[config.mk]
export PLATFORM = sky130hd
export DESIGN_NAME = art_timer_capture
export DESIGN_NICKNAME = d
export VERILOG_FILES = /design/src/verilog/art_pkg.sv /design/src/verilog/art_timer_capture.sv
export SDC_FILE = /design/constraint.sdc
export NUM_CORES = 1
export LEC_CHECK = 0
export ABC_CLOCK_PERIOD_IN_PS = 1900
export BUFFER_PORTS_ARGS = -buffer_cell sky130_fd_sc_hd__buf_2
export CAP_MARGIN = 20
export CELL_PAD_IN_SITES_DETAIL_PLACEMENT = 0
export CELL_PAD_IN_SITES_GLOBAL_PLACEMENT = 1
export CORE_MARGIN = 2
export CORE_UTILIZATION = 36
export CTS_BUF_LIST = sky130_fd_sc_hd__clkbuf_16
export DETAILED_ROUTE_END_ITERATION = 8
export PLACE_DENSITY_LB_ADDON = 0.1
export SETUP_SLACK_MARGIN = 0.02
export SKIP_LAST_GASP = 1
export SLEW_MARGIN = 30
export SYNTH_ARGS = -nofsm -noshare
export SYNTH_HDL_FRONTEND = slang
export SYNTH_SLANG_ARGS = --single-unit
export TNS_END_PERCENT = 30
[constraint.sdc]
create_clock -name aclk -period 1.9 [get_ports aclk]
set_input_delay 0.19 -clock aclk [delete_from_list [all_inputs] [get_ports aclk]]
set_output_delay 0.19 -clock aclk [all_outputs]
set_load 0.01 [all_outputs]
[src/verilog/art_pkg.sv]
/*
 * Constants for the auto-reload timer with capture: register map,
 * control field positions, interrupt bit positions and prescale counts.
 * Assumes a 32-bit AXI4-Lite register bus and one system clock.
 */
`default_nettype none

package art_pkg;

    // ------------------------------------------------------------------
    // Bus widths
    // ------------------------------------------------------------------
    localparam int ADDR_W = 8;
    localparam int DATA_W = 32;

    // ------------------------------------------------------------------
    // Register byte offsets
    // ------------------------------------------------------------------
    localparam logic [7:0] OFS_CTRL   = 8'h00;  // timer_control_register
    localparam logic [7:0] OFS_CNT_LO = 8'h04;  // count_low_byte
    localparam logic [7:0] OFS_CNT_HI = 8'h08;  // count_high_byte
    localparam logic [7:0] OFS_RLD_LO = 8'h0C;  // reload_low_byte
    localparam logic [7:0] OFS_RLD_HI = 8'h10;  // reload_high_byte
    localparam logic [7:0] OFS_STATUS = 8'h14;  // overflow flags, read only
    localparam logic [7:0] OFS_CLEAR  = 8'h18;  // write one to clear a flag
    localparam logic [7:0] OFS_IRQEN  = 8'h1C;  // interrupt enables

    // ------------------------------------------------------------------
    // Control register fields
    // ------------------------------------------------------------------
    localparam int CTL_SPLIT  = 0;   // split_mode_select
    localparam int CTL_RUN    = 1;   // run_control
    localparam int CTL_CAPEN  = 2;   // capture_enable
    localparam int CTL_XSEL0  = 3;   // external_clock_select, low bit
    localparam int CTL_XSEL1  = 4;   // capture_source_select
    localparam int CTL_LOCLK  = 5;   // low_byte_clock_select
    localparam int CTL_HICLK  = 6;   // high_byte_clock_select
    localparam int CTL_W      = 7;
    localparam logic [6:0] CTL_RESET = 7'h00;

    // ------------------------------------------------------------------
    // Status, clear and enable layout
    // ------------------------------------------------------------------
    localparam int FLG_HIGH  = 0;    // high_overflow_flag / timer_interrupt_enable
    localparam int FLG_LOW   = 1;    // low_overflow_flag / low_byte_irq_enable
    localparam int FLG_W     = 2;

    // ------------------------------------------------------------------
    // External clock select codes, prescale counts, counter limits
    // ------------------------------------------------------------------
    localparam logic [1:0] XSEL_DIV12 = 2'h0;
    localparam logic [1:0] XSEL_RTC8  = 2'h1;
    localparam logic [1:0] XSEL_RSVD  = 2'h2;
    localparam logic [1:0] XSEL_CMP   = 2'h3;
    localparam logic [3:0] DIV12_LAST = 4'hB;   // twelve system clocks
    localparam logic [2:0] RTC8_LAST  = 3'h7;   // eight real-time clocks
    localparam logic [7:0] BYTE_MAX   = 8'hFF;
    localparam logic [7:0] BYTE_ZERO  = 8'h00;

    // ------------------------------------------------------------------
    // AXI responses
    // ------------------------------------------------------------------
    localparam logic [1:0] RESP_OKAY   = 2'h0;
    localparam logic [1:0] RESP_SLVERR = 2'h2;

endpackage

`default_nettype wire

[src/verilog/art_timer_capture.sv]
/*
 * Auto-reload timer with capture: 16-bit or split 8-bit counting,
 * period capture, overflow flags and one level interrupt, reached
 * over an AXI4-Lite slave.
 * Assumes rtc_clk and cmp_out are asynchronous pins; everything else
 * runs on aclk. ce low freezes all state.
 */
// Added by the designer: the register addresses and the AXI4-Lite register port.
`timescale 1ns/1ps
`default_nettype none

module art_timer_capture (
    // Clock, reset, enable
    input  wire logic                       aclk,
    input  wire logic                       aresetn,
    input  wire logic                       ce,
    // Asynchronous clock sources
    input  wire logic                       rtc_clk,
    input  wire logic                       cmp_out,
    // AXI4-Lite write address
    input  wire logic [art_pkg::ADDR_W-1:0] awaddr,
    input  wire logic                       awvalid,
    output logic                            awready,
    // AXI4-Lite write data
    input  wire logic [art_pkg::DATA_W-1:0] wdata,
    input  wire logic [3:0]                 wstrb,
    input  wire logic                       wvalid,
    output logic                            wready,
    // AXI4-Lite write response
    output logic [1:0]                      bresp,
    output logic                            bvalid,
    input  wire logic                       bready,
    // AXI4-Lite read address
    input  wire logic [art_pkg::ADDR_W-1:0] araddr,
    input  wire logic                       arvalid,
    output logic                            arready,
    // AXI4-Lite read data
    output logic [art_pkg::DATA_W-1:0]      rdata,
    output logic [1:0]                      rresp,
    output logic                            rvalid,
    input  wire logic                       rready,
    // Interrupt
    output logic                            irq
);
    import art_pkg::*;

    // ------------------------------------------------------------------
    // Source synchronisers and prescalers
    // ------------------------------------------------------------------
    logic       rtc_s1, rtc_s2, rtc_prev;
    logic       cmp_s1, cmp_s2, cmp_prev;
    logic [3:0] div12_cnt, next_div12_cnt;
    logic [2:0] rtc8_cnt, next_rtc8_cnt;
    logic       tick_div12, tick_rtc8, tick_cmp;

    // Only the second stage feeds the edge detectors
    always_comb begin
        tick_cmp       = cmp_s2 & ~cmp_prev;
        tick_div12     = (div12_cnt == DIV12_LAST);
        next_div12_cnt = tick_div12 ? 4'h0 : div12_cnt + 4'h1;
        tick_rtc8      = (rtc_s2 & ~rtc_prev) & (rtc8_cnt == RTC8_LAST);
        next_rtc8_cnt  = rtc8_cnt;
        if (rtc_s2 & ~rtc_prev) begin
            next_rtc8_cnt = rtc8_cnt + 3'h1;
        end
    end

    // Two flops per pin, a third for the edge
    always_ff @(posedge aclk) begin
        if (!aresetn) begin
            rtc_s1    <= 1'b0;
            rtc_s2    <= 1'b0;
            rtc_prev  <= 1'b0;
            cmp_s1    <= 1'b0;
            cmp_s2    <= 1'b0;
            cmp_prev  <= 1'b0;
            div12_cnt <= 4'h0;
            rtc8_cnt  <= 3'h0;
        end else if (ce) begin
            rtc_s1    <= rtc_clk;
            rtc_s2    <= rtc_s1;
            rtc_prev  <= rtc_s2;
            cmp_s1    <= cmp_out;
            cmp_s2    <= cmp_s1;
            cmp_prev  <= cmp_s2;
            div12_cnt <= next_div12_cnt;
            rtc8_cnt  <= next_rtc8_cnt;
        end
    end

    // ------------------------------------------------------------------
    // Register bus slave
    // ------------------------------------------------------------------
    logic              aw_held, next_aw_held, w_held, next_w_held;
    logic [ADDR_W-1:0] aw_addr, next_aw_addr;
    logic [DATA_W-1:0] w_data, next_w_data;
    logic              w_lane0, next_w_lane0;
    logic              next_awready, next_wready, next_bvalid, next_arready, next_rvalid;
    logic [1:0]        next_bresp, next_rresp;
    logic [DATA_W-1:0] next_rdata;
    logic              do_write, wr_ok, ar_take;
    logic              wr_ctrl, wr_cnt_lo, wr_cnt_hi, wr_rld_lo, wr_rld_hi, wr_clr, wr_ien;

    // Timer state read back by the bus
    logic [CTL_W-1:0] ctrl, next_ctrl;
    logic [7:0]       cnt_lo, cnt_hi, rld_lo, rld_hi;
    logic [7:0]       next_cnt_lo, next_cnt_hi, next_rld_lo, next_rld_hi;
    logic [FLG_W-1:0] flags, next_flags, ien, next_ien;
    logic             next_irq;

    // Address and data may arrive in either order; answer once both are held
    always_comb begin
        do_write     = aw_held & w_held & ~bvalid;
        ar_take      = arvalid & arready;
        next_aw_held = (aw_held & ~do_write) | (awvalid & awready);
        next_w_held  = (w_held & ~do_write) | (wvalid & wready);
        next_aw_addr = (awvalid & awready) ? awaddr : aw_addr;
        next_w_data  = (wvalid & wready) ? wdata : w_data;
        next_w_lane0 = (wvalid & wready) ? wstrb[0] : w_lane0;
        next_awready = ~next_aw_held;
        next_wready  = ~next_w_held;
        wr_ok        = 1'b1;
        case (aw_addr)
            OFS_CTRL, OFS_CNT_LO, OFS_CNT_HI, OFS_RLD_LO,
            OFS_RLD_HI, OFS_CLEAR, OFS_IRQEN: wr_ok = 1'b1;
            default:                          wr_ok = 1'b0;
        endcase
        // Narrow registers sit in lane 0; other lanes are ignored
        wr_ctrl   = do_write & w_lane0 & (aw_addr == OFS_CTRL);
        wr_cnt_lo = do_write & w_lane0 & (aw_addr == OFS_CNT_LO);
        wr_cnt_hi = do_write & w_lane0 & (aw_addr == OFS_CNT_HI);
        wr_rld_lo = do_write & w_lane0 & (aw_addr == OFS_RLD_LO);
        wr_rld_hi = do_write & w_lane0 & (aw_addr == OFS_RLD_HI);
        wr_clr    = do_write & w_lane0 & (aw_addr == OFS_CLEAR);
        wr_ien    = do_write & w_lane0 & (aw_addr == OFS_IRQEN);
        next_bvalid = (bvalid & ~bready) | do_write;
        next_bresp  = do_write ? (wr_ok ? RESP_OKAY : RESP_SLVERR) : bresp;
        // Read answer is latched at the address handshake
        next_rvalid  = (rvalid & ~rready) | ar_take;
        next_arready = ~next_rvalid;
        next_rdata   = rdata;
        next_rresp   = rresp;
        if (ar_take) begin
            next_rresp = RESP_OKAY;
            case (araddr)
                OFS_CTRL:   next_rdata = {{(DATA_W-CTL_W){1'b0}}, ctrl};
                OFS_CNT_LO: next_rdata = {24'h000000, cnt_lo};
                OFS_CNT_HI: next_rdata = {24'h000000, cnt_hi};
                OFS_RLD_LO: next_rdata = {24'h000000, rld_lo};
                OFS_RLD_HI: next_rdata = {24'h000000, rld_hi};
                OFS_STATUS: next_rdata = {{(DATA_W-FLG_W){1'b0}}, flags};
                OFS_CLEAR:  next_rdata = 32'h00000000;
                OFS_IRQEN:  next_rdata = {{(DATA_W-FLG_W){1'b0}}, ien};
                default: begin
                    next_rdata = 32'h00000000;
                    next_rresp = RESP_SLVERR;
                end
            endcase
        end
    end

    // Bus state; outputs come straight from these flops
    always_ff @(posedge aclk) begin
        if (!aresetn) begin
            aw_held <= 1'b0;
            w_held  <= 1'b0;
            aw_addr <= 8'h00;
            w_data  <= 32'h00000000;
            w_lane0 <= 1'b0;
            awready <= 1'b0;
            wready  <= 1'b0;
            bvalid  <= 1'b0;
            bresp   <= 2'h0;
            arready <= 1'b0;
            rvalid  <= 1'b0;
            rdata   <= 32'h00000000;
            rresp   <= 2'h0;
        end else if (ce) begin
            aw_held <= next_aw_held;
            w_held  <= next_w_held;
            aw_addr <= next_aw_addr;
            w_data  <= next_w_data;
            w_lane0 <= next_w_lane0;
            awready <= next_awready;
            wready  <= next_wready;
            bvalid  <= next_bvalid;
            bresp   <= next_bresp;
            arready <= next_arready;
            rvalid  <= next_rvalid;
            rdata   <= next_rdata;
            rresp   <= next_rresp;
        end
    end

    // ------------------------------------------------------------------
    // Timer core
    // ------------------------------------------------------------------
    logic       split, run, cap_en, lo_system_clock, hi_system_clock;
    logic [1:0] xsel;
    logic       ext_tick, lo_tick, hi_tick, cap_event;
    logic       lo_ovf, hi_ovf;
    logic [FLG_W-1:0] flag_set;

    // Clock choice per byte, then count, reload, capture and flags
    always_comb begin
        split     = ctrl[CTL_SPLIT];
        run       = ctrl[CTL_RUN];
        cap_en    = ctrl[CTL_CAPEN];
        xsel      = {ctrl[CTL_XSEL1], ctrl[CTL_XSEL0]};
        lo_system_clock = ctrl[CTL_LOCLK];
        hi_system_clock = ctrl[CTL_HICLK];
        case (xsel)
            XSEL_DIV12: ext_tick = tick_div12;
            XSEL_RTC8:  ext_tick = tick_rtc8;
            XSEL_RSVD:  ext_tick = 1'b0;                         // Reserved: no clock
            XSEL_CMP:   ext_tick = tick_cmp;
            default:    ext_tick = 1'b0;
        endcase
        lo_tick   = lo_system_clock | ext_tick;
        hi_tick   = hi_system_clock | ext_tick;
        // Upper select bit picks the capture source
        cap_event = cap_en & (ctrl[CTL_XSEL1] ? tick_cmp : tick_rtc8);
        next_cnt_lo = cnt_lo;
        next_cnt_hi = cnt_hi;
        lo_ovf      = 1'b0;
        hi_ovf      = 1'b0;
        if (!split) begin
            // Whole word steps on the low-byte clock while running
            if (run & lo_tick) begin
                lo_ovf = (cnt_lo == BYTE_MAX);
                hi_ovf = lo_ovf & (cnt_hi == BYTE_MAX);
                if (hi_ovf) begin
                    next_cnt_lo = rld_lo;
                    next_cnt_hi = rld_hi;
                end else begin
                    {next_cnt_hi, next_cnt_lo} = {cnt_hi, cnt_lo} + 16'h0001;
                end
            end
        end else begin
            // Low byte free-runs; run bit gates the high byte only
            if (lo_tick) begin
                lo_ovf      = (cnt_lo == BYTE_MAX);
                next_cnt_lo = lo_ovf ? rld_lo : cnt_lo + 8'h01;
            end
            if (run & hi_tick) begin
                hi_ovf      = (cnt_hi == BYTE_MAX);
                next_cnt_hi = hi_ovf ? rld_hi : cnt_hi + 8'h01;
            end
        end
        // Software writes to the count win over counting
        if (wr_cnt_lo) begin
            next_cnt_lo = w_data[7:0];
        end
        if (wr_cnt_hi) begin
            next_cnt_hi = w_data[7:0];
        end
        next_rld_lo = wr_rld_lo ? w_data[7:0] : rld_lo;
        next_rld_hi = wr_rld_hi ? w_data[7:0] : rld_hi;
        // Capture beats a reload write in the same cycle
        if (cap_event) begin
            next_rld_lo = cnt_lo;
            next_rld_hi = cnt_hi;
        end
        flag_set            = '0;
        flag_set[FLG_HIGH]  = hi_ovf | cap_event;
        flag_set[FLG_LOW]   = lo_ovf;
        // Set wins over a clear arriving in the same cycle
        next_flags = (flags & ~(wr_clr ? w_data[FLG_W-1:0] : '0)) | flag_set;
        next_ctrl  = wr_ctrl ? w_data[CTL_W-1:0] : ctrl;
        next_ien   = wr_ien ? w_data[FLG_W-1:0] : ien;
        // Low flag only interrupts with both enables set
        next_irq   = next_ien[FLG_HIGH] & (next_flags[FLG_HIGH] |
                     (next_ien[FLG_LOW] & next_flags[FLG_LOW]));
    end

    // Timer registers
    always_ff @(posedge aclk) begin
        if (!aresetn) begin
            ctrl   <= CTL_RESET;
            cnt_lo <= BYTE_ZERO;
            cnt_hi <= BYTE_ZERO;
            rld_lo <= BYTE_ZERO;
            rld_hi <= BYTE_ZERO;
            flags  <= '0;
            ien    <= '0;
            irq    <= 1'b0;
        end else if (ce) begin
            ctrl   <= next_ctrl;
            cnt_lo <= next_cnt_lo;
            cnt_hi <= next_cnt_hi;
            rld_lo <= next_rld_lo;
            rld_hi <= next_rld_hi;
            flags  <= next_flags;
            ien    <= next_ien;
            irq    <= next_irq;
        end
    end

    // ------------------------------------------------------------------
    // Assertions
    // ------------------------------------------------------------------
    AST_WORD_RELOAD: assert property (@(posedge aclk) disable iff (!aresetn)
        (ce && !split && run && lo_tick && {cnt_hi, cnt_lo} == 16'hFFFF
         && !wr_cnt_lo && !wr_cnt_hi)
        |=> ({cnt_hi, cnt_lo} == {$past(rld_hi), $past(rld_lo)}) && flags[FLG_HIGH])
        else $error("16-bit rollover did not reload or set high flag");

    AST_WORD_HOLD: assert property (@(posedge aclk) disable iff (!aresetn)
        (ce && !split && !run && !wr_cnt_lo && !wr_cnt_hi && !wr_ctrl)
        |=> $stable({cnt_hi, cnt_lo}))
        else $error("16-bit count moved while stopped");

    AST_WORD_STEP: assert property (@(posedge aclk) disable iff (!aresetn)
        (ce && !split && run && lo_tick && {cnt_hi, cnt_lo} != 16'hFFFF
         && !wr_cnt_lo && !wr_cnt_hi)
        |=> {cnt_hi, cnt_lo} == $past({cnt_hi, cnt_lo}) + 16'h0001)
        else $error("16-bit count did not step by one");

    AST_SPLIT_LOW_FREE: assert property (@(posedge aclk) disable iff (!aresetn)
        (ce && split && !run && lo_tick && cnt_lo != BYTE_MAX && !wr_cnt_lo && !wr_cnt_hi)
        |=> (cnt_lo == $past(cnt_lo) + 8'h01) && $stable(cnt_hi))
        else $error("split low byte not free running or high byte moved");

    AST_SPLIT_LOW_RELOAD: assert property (@(posedge aclk) disable iff (!aresetn)
        (ce && split && lo_tick && cnt_lo == BYTE_MAX && !wr_cnt_lo)
        |=> cnt_lo == $past(rld_lo) && flags[FLG_LOW])
        else $error("split low byte overflow mishandled");

    AST_CAPTURE_COPY: assert property (@(posedge aclk) disable iff (!aresetn)
        (ce && cap_event)
        |=> {rld_hi, rld_lo} == $past({cnt_hi, cnt_lo}) && flags[FLG_HIGH])
        else $error("capture did not copy count or set high flag");

    AST_FLAG_STICKY: assert property (@(posedge aclk) disable iff (!aresetn)
        (flags[FLG_HIGH] && !(wr_clr && w_data[FLG_HIGH]))
        |=> flags[FLG_HIGH])
        else $error("high flag cleared without a software write");

    AST_IRQ_LEVEL: assert property (@(posedge aclk) disable iff (!aresetn)
        irq == (ien[FLG_HIGH] && (flags[FLG_HIGH] || (ien[FLG_LOW] && flags[FLG_LOW]))))
        else $error("interrupt level disagrees with flags and enables");

    AST_WRITE_ANSWER: assert property (@(posedge aclk) disable iff (!aresetn)
        (ce && do_write) |=> bvalid)
        else $error("write not answered");

endmodule

`default_nettype wire
=== After elaboration in Yosys (flattened, before gate mapping) ===
Index checks and enable logic that the tools add are counted.

* Output and inout bits: 42
* Input bits: 62
* Logic and storage cells: 152
* Flip-flop bits (word level): 117

* Eq/ne operators: 22
* Reduce and logical (&&, ||, !) cells: 19
* Mux-type cells: 31
* Bitwise logic cells: 46
* Add/sub/neg operators: 5

{| class="wikitable"
|+ Operator list
! kind !! number
|-
| 8-bit two-way mux || 16
|-
| 8-bit by 5-bit == test with 1-bit output, second input constant || 7
|-
| 8-bit case mux with 7 select lines || 1
|-
| 8-bit by 4-bit == test with 1-bit output, second input constant || 4
|-
| 1-bit bitwise AND || 26
|-
| 16-bit by 1-bit adder with 16-bit output, second input constant || 1
|-
| 8-bit by 1-bit adder with 8-bit output, second input constant || 2
|-
| 8-bit by 3-bit == test with 1-bit output, second input constant || 2
|-
| 8-bit == test, second input constant || 2
|-
| 8-bit logical NOT || 2
|-
| 2-bit AND reduction || 8
|-
| 1-bit NOT || 9
|-
| 1-bit two-way mux || 8
|-
| 2-bit two-way mux || 4
|-
| 1-bit bitwise OR || 8
|-
| 8-bit OR reduction || 1
|-
| 7-bit OR reduction || 1
|-
| 3-bit by 2-bit inequality test with 1-bit output, second input constant || 2
|-
| 3-bit AND reduction || 2
|-
| 3-bit nonzero test || 2
|-
| 4-bit by 1-bit adder with 4-bit output, second input constant || 1
|-
| 2-bit == test, second input constant || 2
|-
| 4-bit == test, second input constant || 1
|-
| 4-bit two-way mux || 1
|-
| other kinds (9) || 10
|}

=== Logic depth before layout (Yosys ltp) ===
* Depth in word-level cells: 13
* Mapped depth: 9
* Gate-level depth less buffers: 9

=== Worst setup path before layout ===
No wires, ideal clock.

* Path kind: reg-to-reg
* Start: register rtc8_cnt[0]
* End: register rld_hi[7]
* Arrival time: 1833 ps
* Cell stages (with the launch flop): 9
* Buffers on the path: 2
* Setup slack: -19 ps
* Data required time: 1814 ps
* Clock period less this slack: 1919 ps
* Library setup time: 86 ps
* Path through: dfxtp_1 -> ha_1 -> ha_1 -> nand4bb_1 -> a21boi_1 -> buf_2 -> buf_2 -> a21oi_1 -> a211oi_1

* Cells in the longest elaborated chain, start to end: 6
* Elaborated cells between the ends (all ways): 7
* Classes of those cells: eq/ne (1); mux (2); bitwise (2); reduce/logical (2)

{| class="wikitable"
|+ RTL lines
! what !! line !! source
|-
| start: declaration || art_timer_capture.sv:53 || <nowiki>logic [2:0] rtc8_cnt, next_rtc8_cnt;</nowiki>
|-
| start signal: assignment || art_timer_capture.sv:87 || <nowiki>rtc8_cnt <= next_rtc8_cnt;</nowiki>
|-
| 3-bit == test * || art_timer_capture.sv:61 || <nowiki>tick_rtc8 = (rtc_s2 & ~rtc_prev) & (rtc8_cnt == RTC8_LAST);</nowiki>
|-
| 1-bit bitwise AND * || art_timer_capture.sv:61 ||
|-
| 1-bit two-way mux * || art_timer_capture.sv:222 || <nowiki>cap_event = cap_en & (ctrl[CTL_XSEL1] ? tick_cmp : tick_rtc8);</nowiki>
|-
| 1-bit bitwise AND * || art_timer_capture.sv:222 ||
|-
| 2-bit nonzero test (no line) || - ||
|-
| 2-bit AND reduction (no line) || - ||
|-
| end signal: assignment || art_timer_capture.sv:292 || <nowiki>rld_hi <= next_rld_hi;</nowiki>
|-
| end: declaration || art_timer_capture.sv:106 || <nowiki>logic [7:0] cnt_lo, cnt_hi, rld_lo, rld_hi;</nowiki>
|}

Mark *: on every way between the ends. The rest lies on a longest branch, timed or not.
A chain may end at the register's enable or synchronous reset.

=== Worst setup path in the final report ===
* Start: register aw_addr[7]
* End: register irq

* Cells in the longest elaborated chain, start to end: 9
* Elaborated cells between the ends (all ways): 12
* Classes of those cells: eq/ne (2); mux (2); bitwise (8)

{| class="wikitable"
|+ RTL lines
! what !! line !! source
|-
| start: declaration || art_timer_capture.sv:95 || <nowiki>logic [ADDR_W-1:0] aw_addr, next_aw_addr;</nowiki>
|-
| start signal: assignment || art_timer_capture.sv:181 || <nowiki>aw_addr <= next_aw_addr;</nowiki>
|-
| 8-bit by 5-bit == test with 1-bit output || art_timer_capture.sv:134 || <nowiki>wr_clr = do_write & w_lane0 & (aw_addr == OFS_CLEAR);</nowiki>
|-
| 1-bit bitwise AND || art_timer_capture.sv:134 ||
|-
| 2-bit two-way mux || art_timer_capture.sv:268 || <nowiki>next_flags = (flags & ~(wr_clr ? w_data[FLG_W-1:0] : '0)) | flag_set;</nowiki>
|-
| 2-bit NOT || art_timer_capture.sv:268 ||
|-
| 2-bit bitwise AND || art_timer_capture.sv:268 ||
|-
| 2-bit bitwise OR || art_timer_capture.sv:268 ||
|-
| 1-bit bitwise AND || art_timer_capture.sv:273 || <nowiki>(next_ien[FLG_LOW] & next_flags[FLG_LOW]));</nowiki>
|-
| 1-bit bitwise OR || art_timer_capture.sv:272 || <nowiki>next_irq = next_ien[FLG_HIGH] & (next_flags[FLG_HIGH] |</nowiki>
|-
| 1-bit bitwise AND * || art_timer_capture.sv:272 ||
|-
| end signal: assignment || art_timer_capture.sv:295 || <nowiki>irq <= next_irq;</nowiki>
|-
| end: declaration || art_timer_capture.sv:43 || <nowiki>output logic irq</nowiki>
|}

Marks and branches as above.

==> summary.md <==
| Metric | Value |
|---|---|
| FFs w/ async S/R, synth | `0%` |
| Crit Path Max Fanout | `4` |
| Worst reg2reg startpoint | `aw_addr[7]$_SDFFE_PN0P_` |
| Commonest cells after routing, fill and taps aside | `nand2_1, dfxtp_1, buf_4, nor2_1, a21oi_1` |
| Core Area | `about 14,000 sq um` |
| Type of the worst setup path | `reg -> reg` |
| Largest net degree at the start of global routing | `48` |
| Grt total ovfl | `0` |
| Status | `finished, violations left` |
| Mapped cell area | `~5100 sq um` |
| # IOs | `104` |
| CTS tree | `yes` |
| Worst path slowest cell | `or4b_4` |
| Die Wd | `roughly 120 microns` |
| Inserted Diodes | `0` |
| Critical Path Sink Type | `flip-flop` |
| Buffers on Ports | `50` |
| CP max stage delay | `slightly below 0.6 ns` |
| Via total after detailed routing | `4,937` |
| Global-route wire length before repair | `around 25,000 microns` |
| Commonest non-fill, non-tap cell in the layout | `nand2_1` |
| Max-Cap Viols | `0` |
| FP Rows | `43` |
| Post-route worst setup slack | `-0.01444 ns` |
| Reg2reg end | `irq$_SDFFE_PN0P_` |
| Yosys cell types | `66` |
| Starting density of the core | `between 30% and 40%` |
| CP Buf/Inv Count | `0` |
| Antenna Nets Post-Route | `0` |
| Critical Path AT | `around 2.2 ns` |
| CTS Buf Count | `9` |
| GPL Wtd Cong | `0.8475` |
| Drt via density | `5.303` |
| Remaining DRCs | `0` |
| Total design power | `3.961 mW` |
| Ys Warns | `0` |
| Worst-skew pair later-pin latency | `around 0.35 ns` |
| Seq cells post-synth | `approximately 90` |
| Vias in the first global route | `between 4,000 and 5,000` |
| Number of synthesized flops with an enable pin | `0` |
| Clock sink count | `just over 90` |
| Critical path depth in cells | `6` |
| Final setup viols | `1` |
| Main synth FF type | `dfxtp_1` |
| Clock Root Buffer | `clkbuf_16` |
| Final clock skew | `slightly above 0.01 ns` |
| Cells after Synth | `between 600 and 700` |
| Clock Pin Slew Worst Setup and Hold Paths | `around 0.070 ns` |
| Hold Path End | `aw_addr[0]$_SDFFE_PN0P_` |
| Max clock buf depth | `2` |
| Final period utilization | `100.8%` |
| Syn_area_per_cell | `7.937 sq um` |
| Leakage Power | `2.575 nW` |
| Initial antenna violation count | `0` |
| First-pass DRT Iterations | `5` |
| Setup tns final | `-0.01444 ns` |
| Failing checks | `negative setup slack` |
| Fin. Hold Viols | `0` |
| Fraction of layout cells with a size suffix above 1 | `between 20% and 30%` |
| DP Wirelength | `11,960 microns` |
| Die ar. | `about 15,000 sq um` |
| Fin nets | `813` |
| CTS H-tree depth | `3` |
| Req. time, crit path | `approximately 2.2 ns` |
| Fillcell total | `around 1,400` |
| Sequential area share after synthesis | `35.86%` |
| DRT iter0 DRCs | `~300` |
| Tmin final | `approximately 1.9 ns` |
| Setup WS pre-CTS | `-0.1190 ns` |
| Hold WC Path Type | `in -> reg` |
| All-Layer GR Usage | `22.05%` |
| Final slew viol count | `0` |
| Critical path cell sequence | `or4b_4, nor3_4, nand4_1, mux2i_1, o21ai_1, a32o_1` |
| Routed WL | `between 15,000 and 20,000 microns` |
| RSZ-0062 raised after global routing | `yes` |
| WL/cell | `17.46 microns` |
| Worst Setup Start Kind | `flip-flop` |
| Layout Area Growth over Synthesis | `28.05%` |
| Layout Utilization | `47.05%` |
| VDD IR max | `0.3344 mV` |
| Setup slack, reg-to-reg | `-0.01 ns` |
| Max Freq | `522.3 MHz` |
| Die height | `122.8 microns` |
| WHS Path Cells | `3` |
| R2R depth | `6` |
| Delay-heaviest family, CP | `simple AND/OR/NAND/NOR gates` |
| Hold path startpoint | `awaddr[0]` |
| Pwr dens | `about 610 nW/um^2` |
==> cells in the mapped netlist, types with 3 or more instances <==
cell type / instances / area [sq um]
a22oi_1: 8 / 60.06
o21ai_0: 30 / 150.1
a221oi_1: 8 / 70.07
buf_2: 8 / 40.04
nand4_1: 11 / 68.82
a31oi_1: 6 / 37.54
mux2i_1: 27 / 270.3
buf_4: 27 / 202.7
dfxtp_1: 91 / 1822
a21oi_1: 63 / 315.3
nor2_2: 3 / 18.77
xor2_1: 10 / 87.58
nand3_1: 24 / 120.1
nor3_1: 8 / 40.04
inv_1: 7 / 26.28
o21ai_1: 7 / 35.03
nand2_1: 86 / 322.8
clkbuf_1: 34 / 127.6
ha_1: 5 / 62.56
o211ai_1: 10 / 75.07
nor2b_1: 11 / 68.82
a211oi_1: 19 / 142.6
nand3b_1: 7 / 52.55
and3_1: 7 / 43.79
nor2_1: 67 / 251.5
==> tightest hold or removal path, delay by kind of cell <==
family / cells / cell delay (ns)
buffers and inverters: 1 / 0.10
AND/OR/NAND/NOR: 1 / 0.05
AO/OA/AOI/OAI: 1 / 0.05
==> cell families (layout without fill, tap and decap cells) <==
family	count (synthesis)	in the layout	synth area share, %
multiplexers	31	31	6.650
other	1	26	0.07382
AND/OR/NAND/NOR	250	250	24.83
XOR/XNOR	12	12	2.069
adder cells (fa/ha/maj)	5	5	1.232
flip-flops	91	91	35.86
buffers and inverters	79	165	8.325
AO/OA/AOI/OAI	171	171	20.96
==> report_power, final <==
group          leakage (nW)  switching, mW  internal, mW  total, mW
registers             0.740         0.0247          1.94       1.96
clock network         0.139          0.795         0.885       1.68
logic                  1.70          0.191         0.127      0.318
==> registers in the layout, summed over array words and instances (netlist names), 2 cells and up <==
signal and flops:
ctrl 7, div12_cnt 4, w_data 8, ien 2
rdata 8, rld_hi 8, rtc8_cnt 3, aw_addr 8
flags 2, cnt_lo 8, rld_lo 8, cnt_hi 8
==> metrics by stage <==
step	hold WS, ns	cells	area, sq um
6_report	0.06700	931	6505
3_5_place_dp	0.4313	903	5912
4_1_cts	0.05671	928	6326
3_3_place_gp	0.4281	903	5912
5_1_grt	0.07512	931	6505
2_1_floorplan	0.3260	665	5186
==> layer usage <==
metal	GRT usage, %	up-vias	part of all wire, %
li1	-	2435	-
met1	27.42	2337	44
met2	37.57	140	48
met3	3.857	25	5.1
met4	8.908	0	2.7
met5	0	-	0
==> worst max-delay path by stage <==
stage                                        end  slack (ns)                startpoint
final                           irq$_SDFFE_PN0P_       -0.01   aw_addr[7]$_SDFFE_PN0P_
after global routing      rld_lo[3]$_SDFFE_PN0P_       -0.13   aw_addr[7]$_SDFFE_PN0P_
after CTS                       irq$_SDFFE_PN0P_       -0.03   aw_addr[7]$_SDFFE_PN0P_
after detailed placement  rld_lo[4]$_SDFFE_PN0P_       -0.12  rtc8_cnt[0]$_SDFFE_PN0P_
after global placement    cnt_hi[6]$_SDFFE_PN0P_       -0.10       bvalid$_SDFFE_PN0P_
after floorplan           cnt_hi[6]$_SDFFE_PN0P_       -0.01    cnt_lo[0]$_SDFFE_PN0P_
==> area by class of cell <==
cell class,instances,area [sq um],area share [%]
multi-input combinational,495,3133,48.16
sequential,91,1831,28.14
timing repair buffer,141,1017,15.64
clock buffer,9,225.2,3.462
tap,180,225.2,3.462
clock inverter,7,43.79,0.6732
inverter,8,30.03,0.4616
==> repair_timing <==
| item | in CTS | in global routing |
|---|---|---|
| gates resized for setup | 22 | 33 |
| endpoints found under the setup margin | 32 | 43 |
| hold buffers | 0 | 0 |
| pin swaps | 13 | 15 |
| setup buffers | 7 | 2 |
| hold endpoints to repair | 0 | 0 |
| gates cloned | 2 | 1 |
Power figures use the tool's default switching activity.
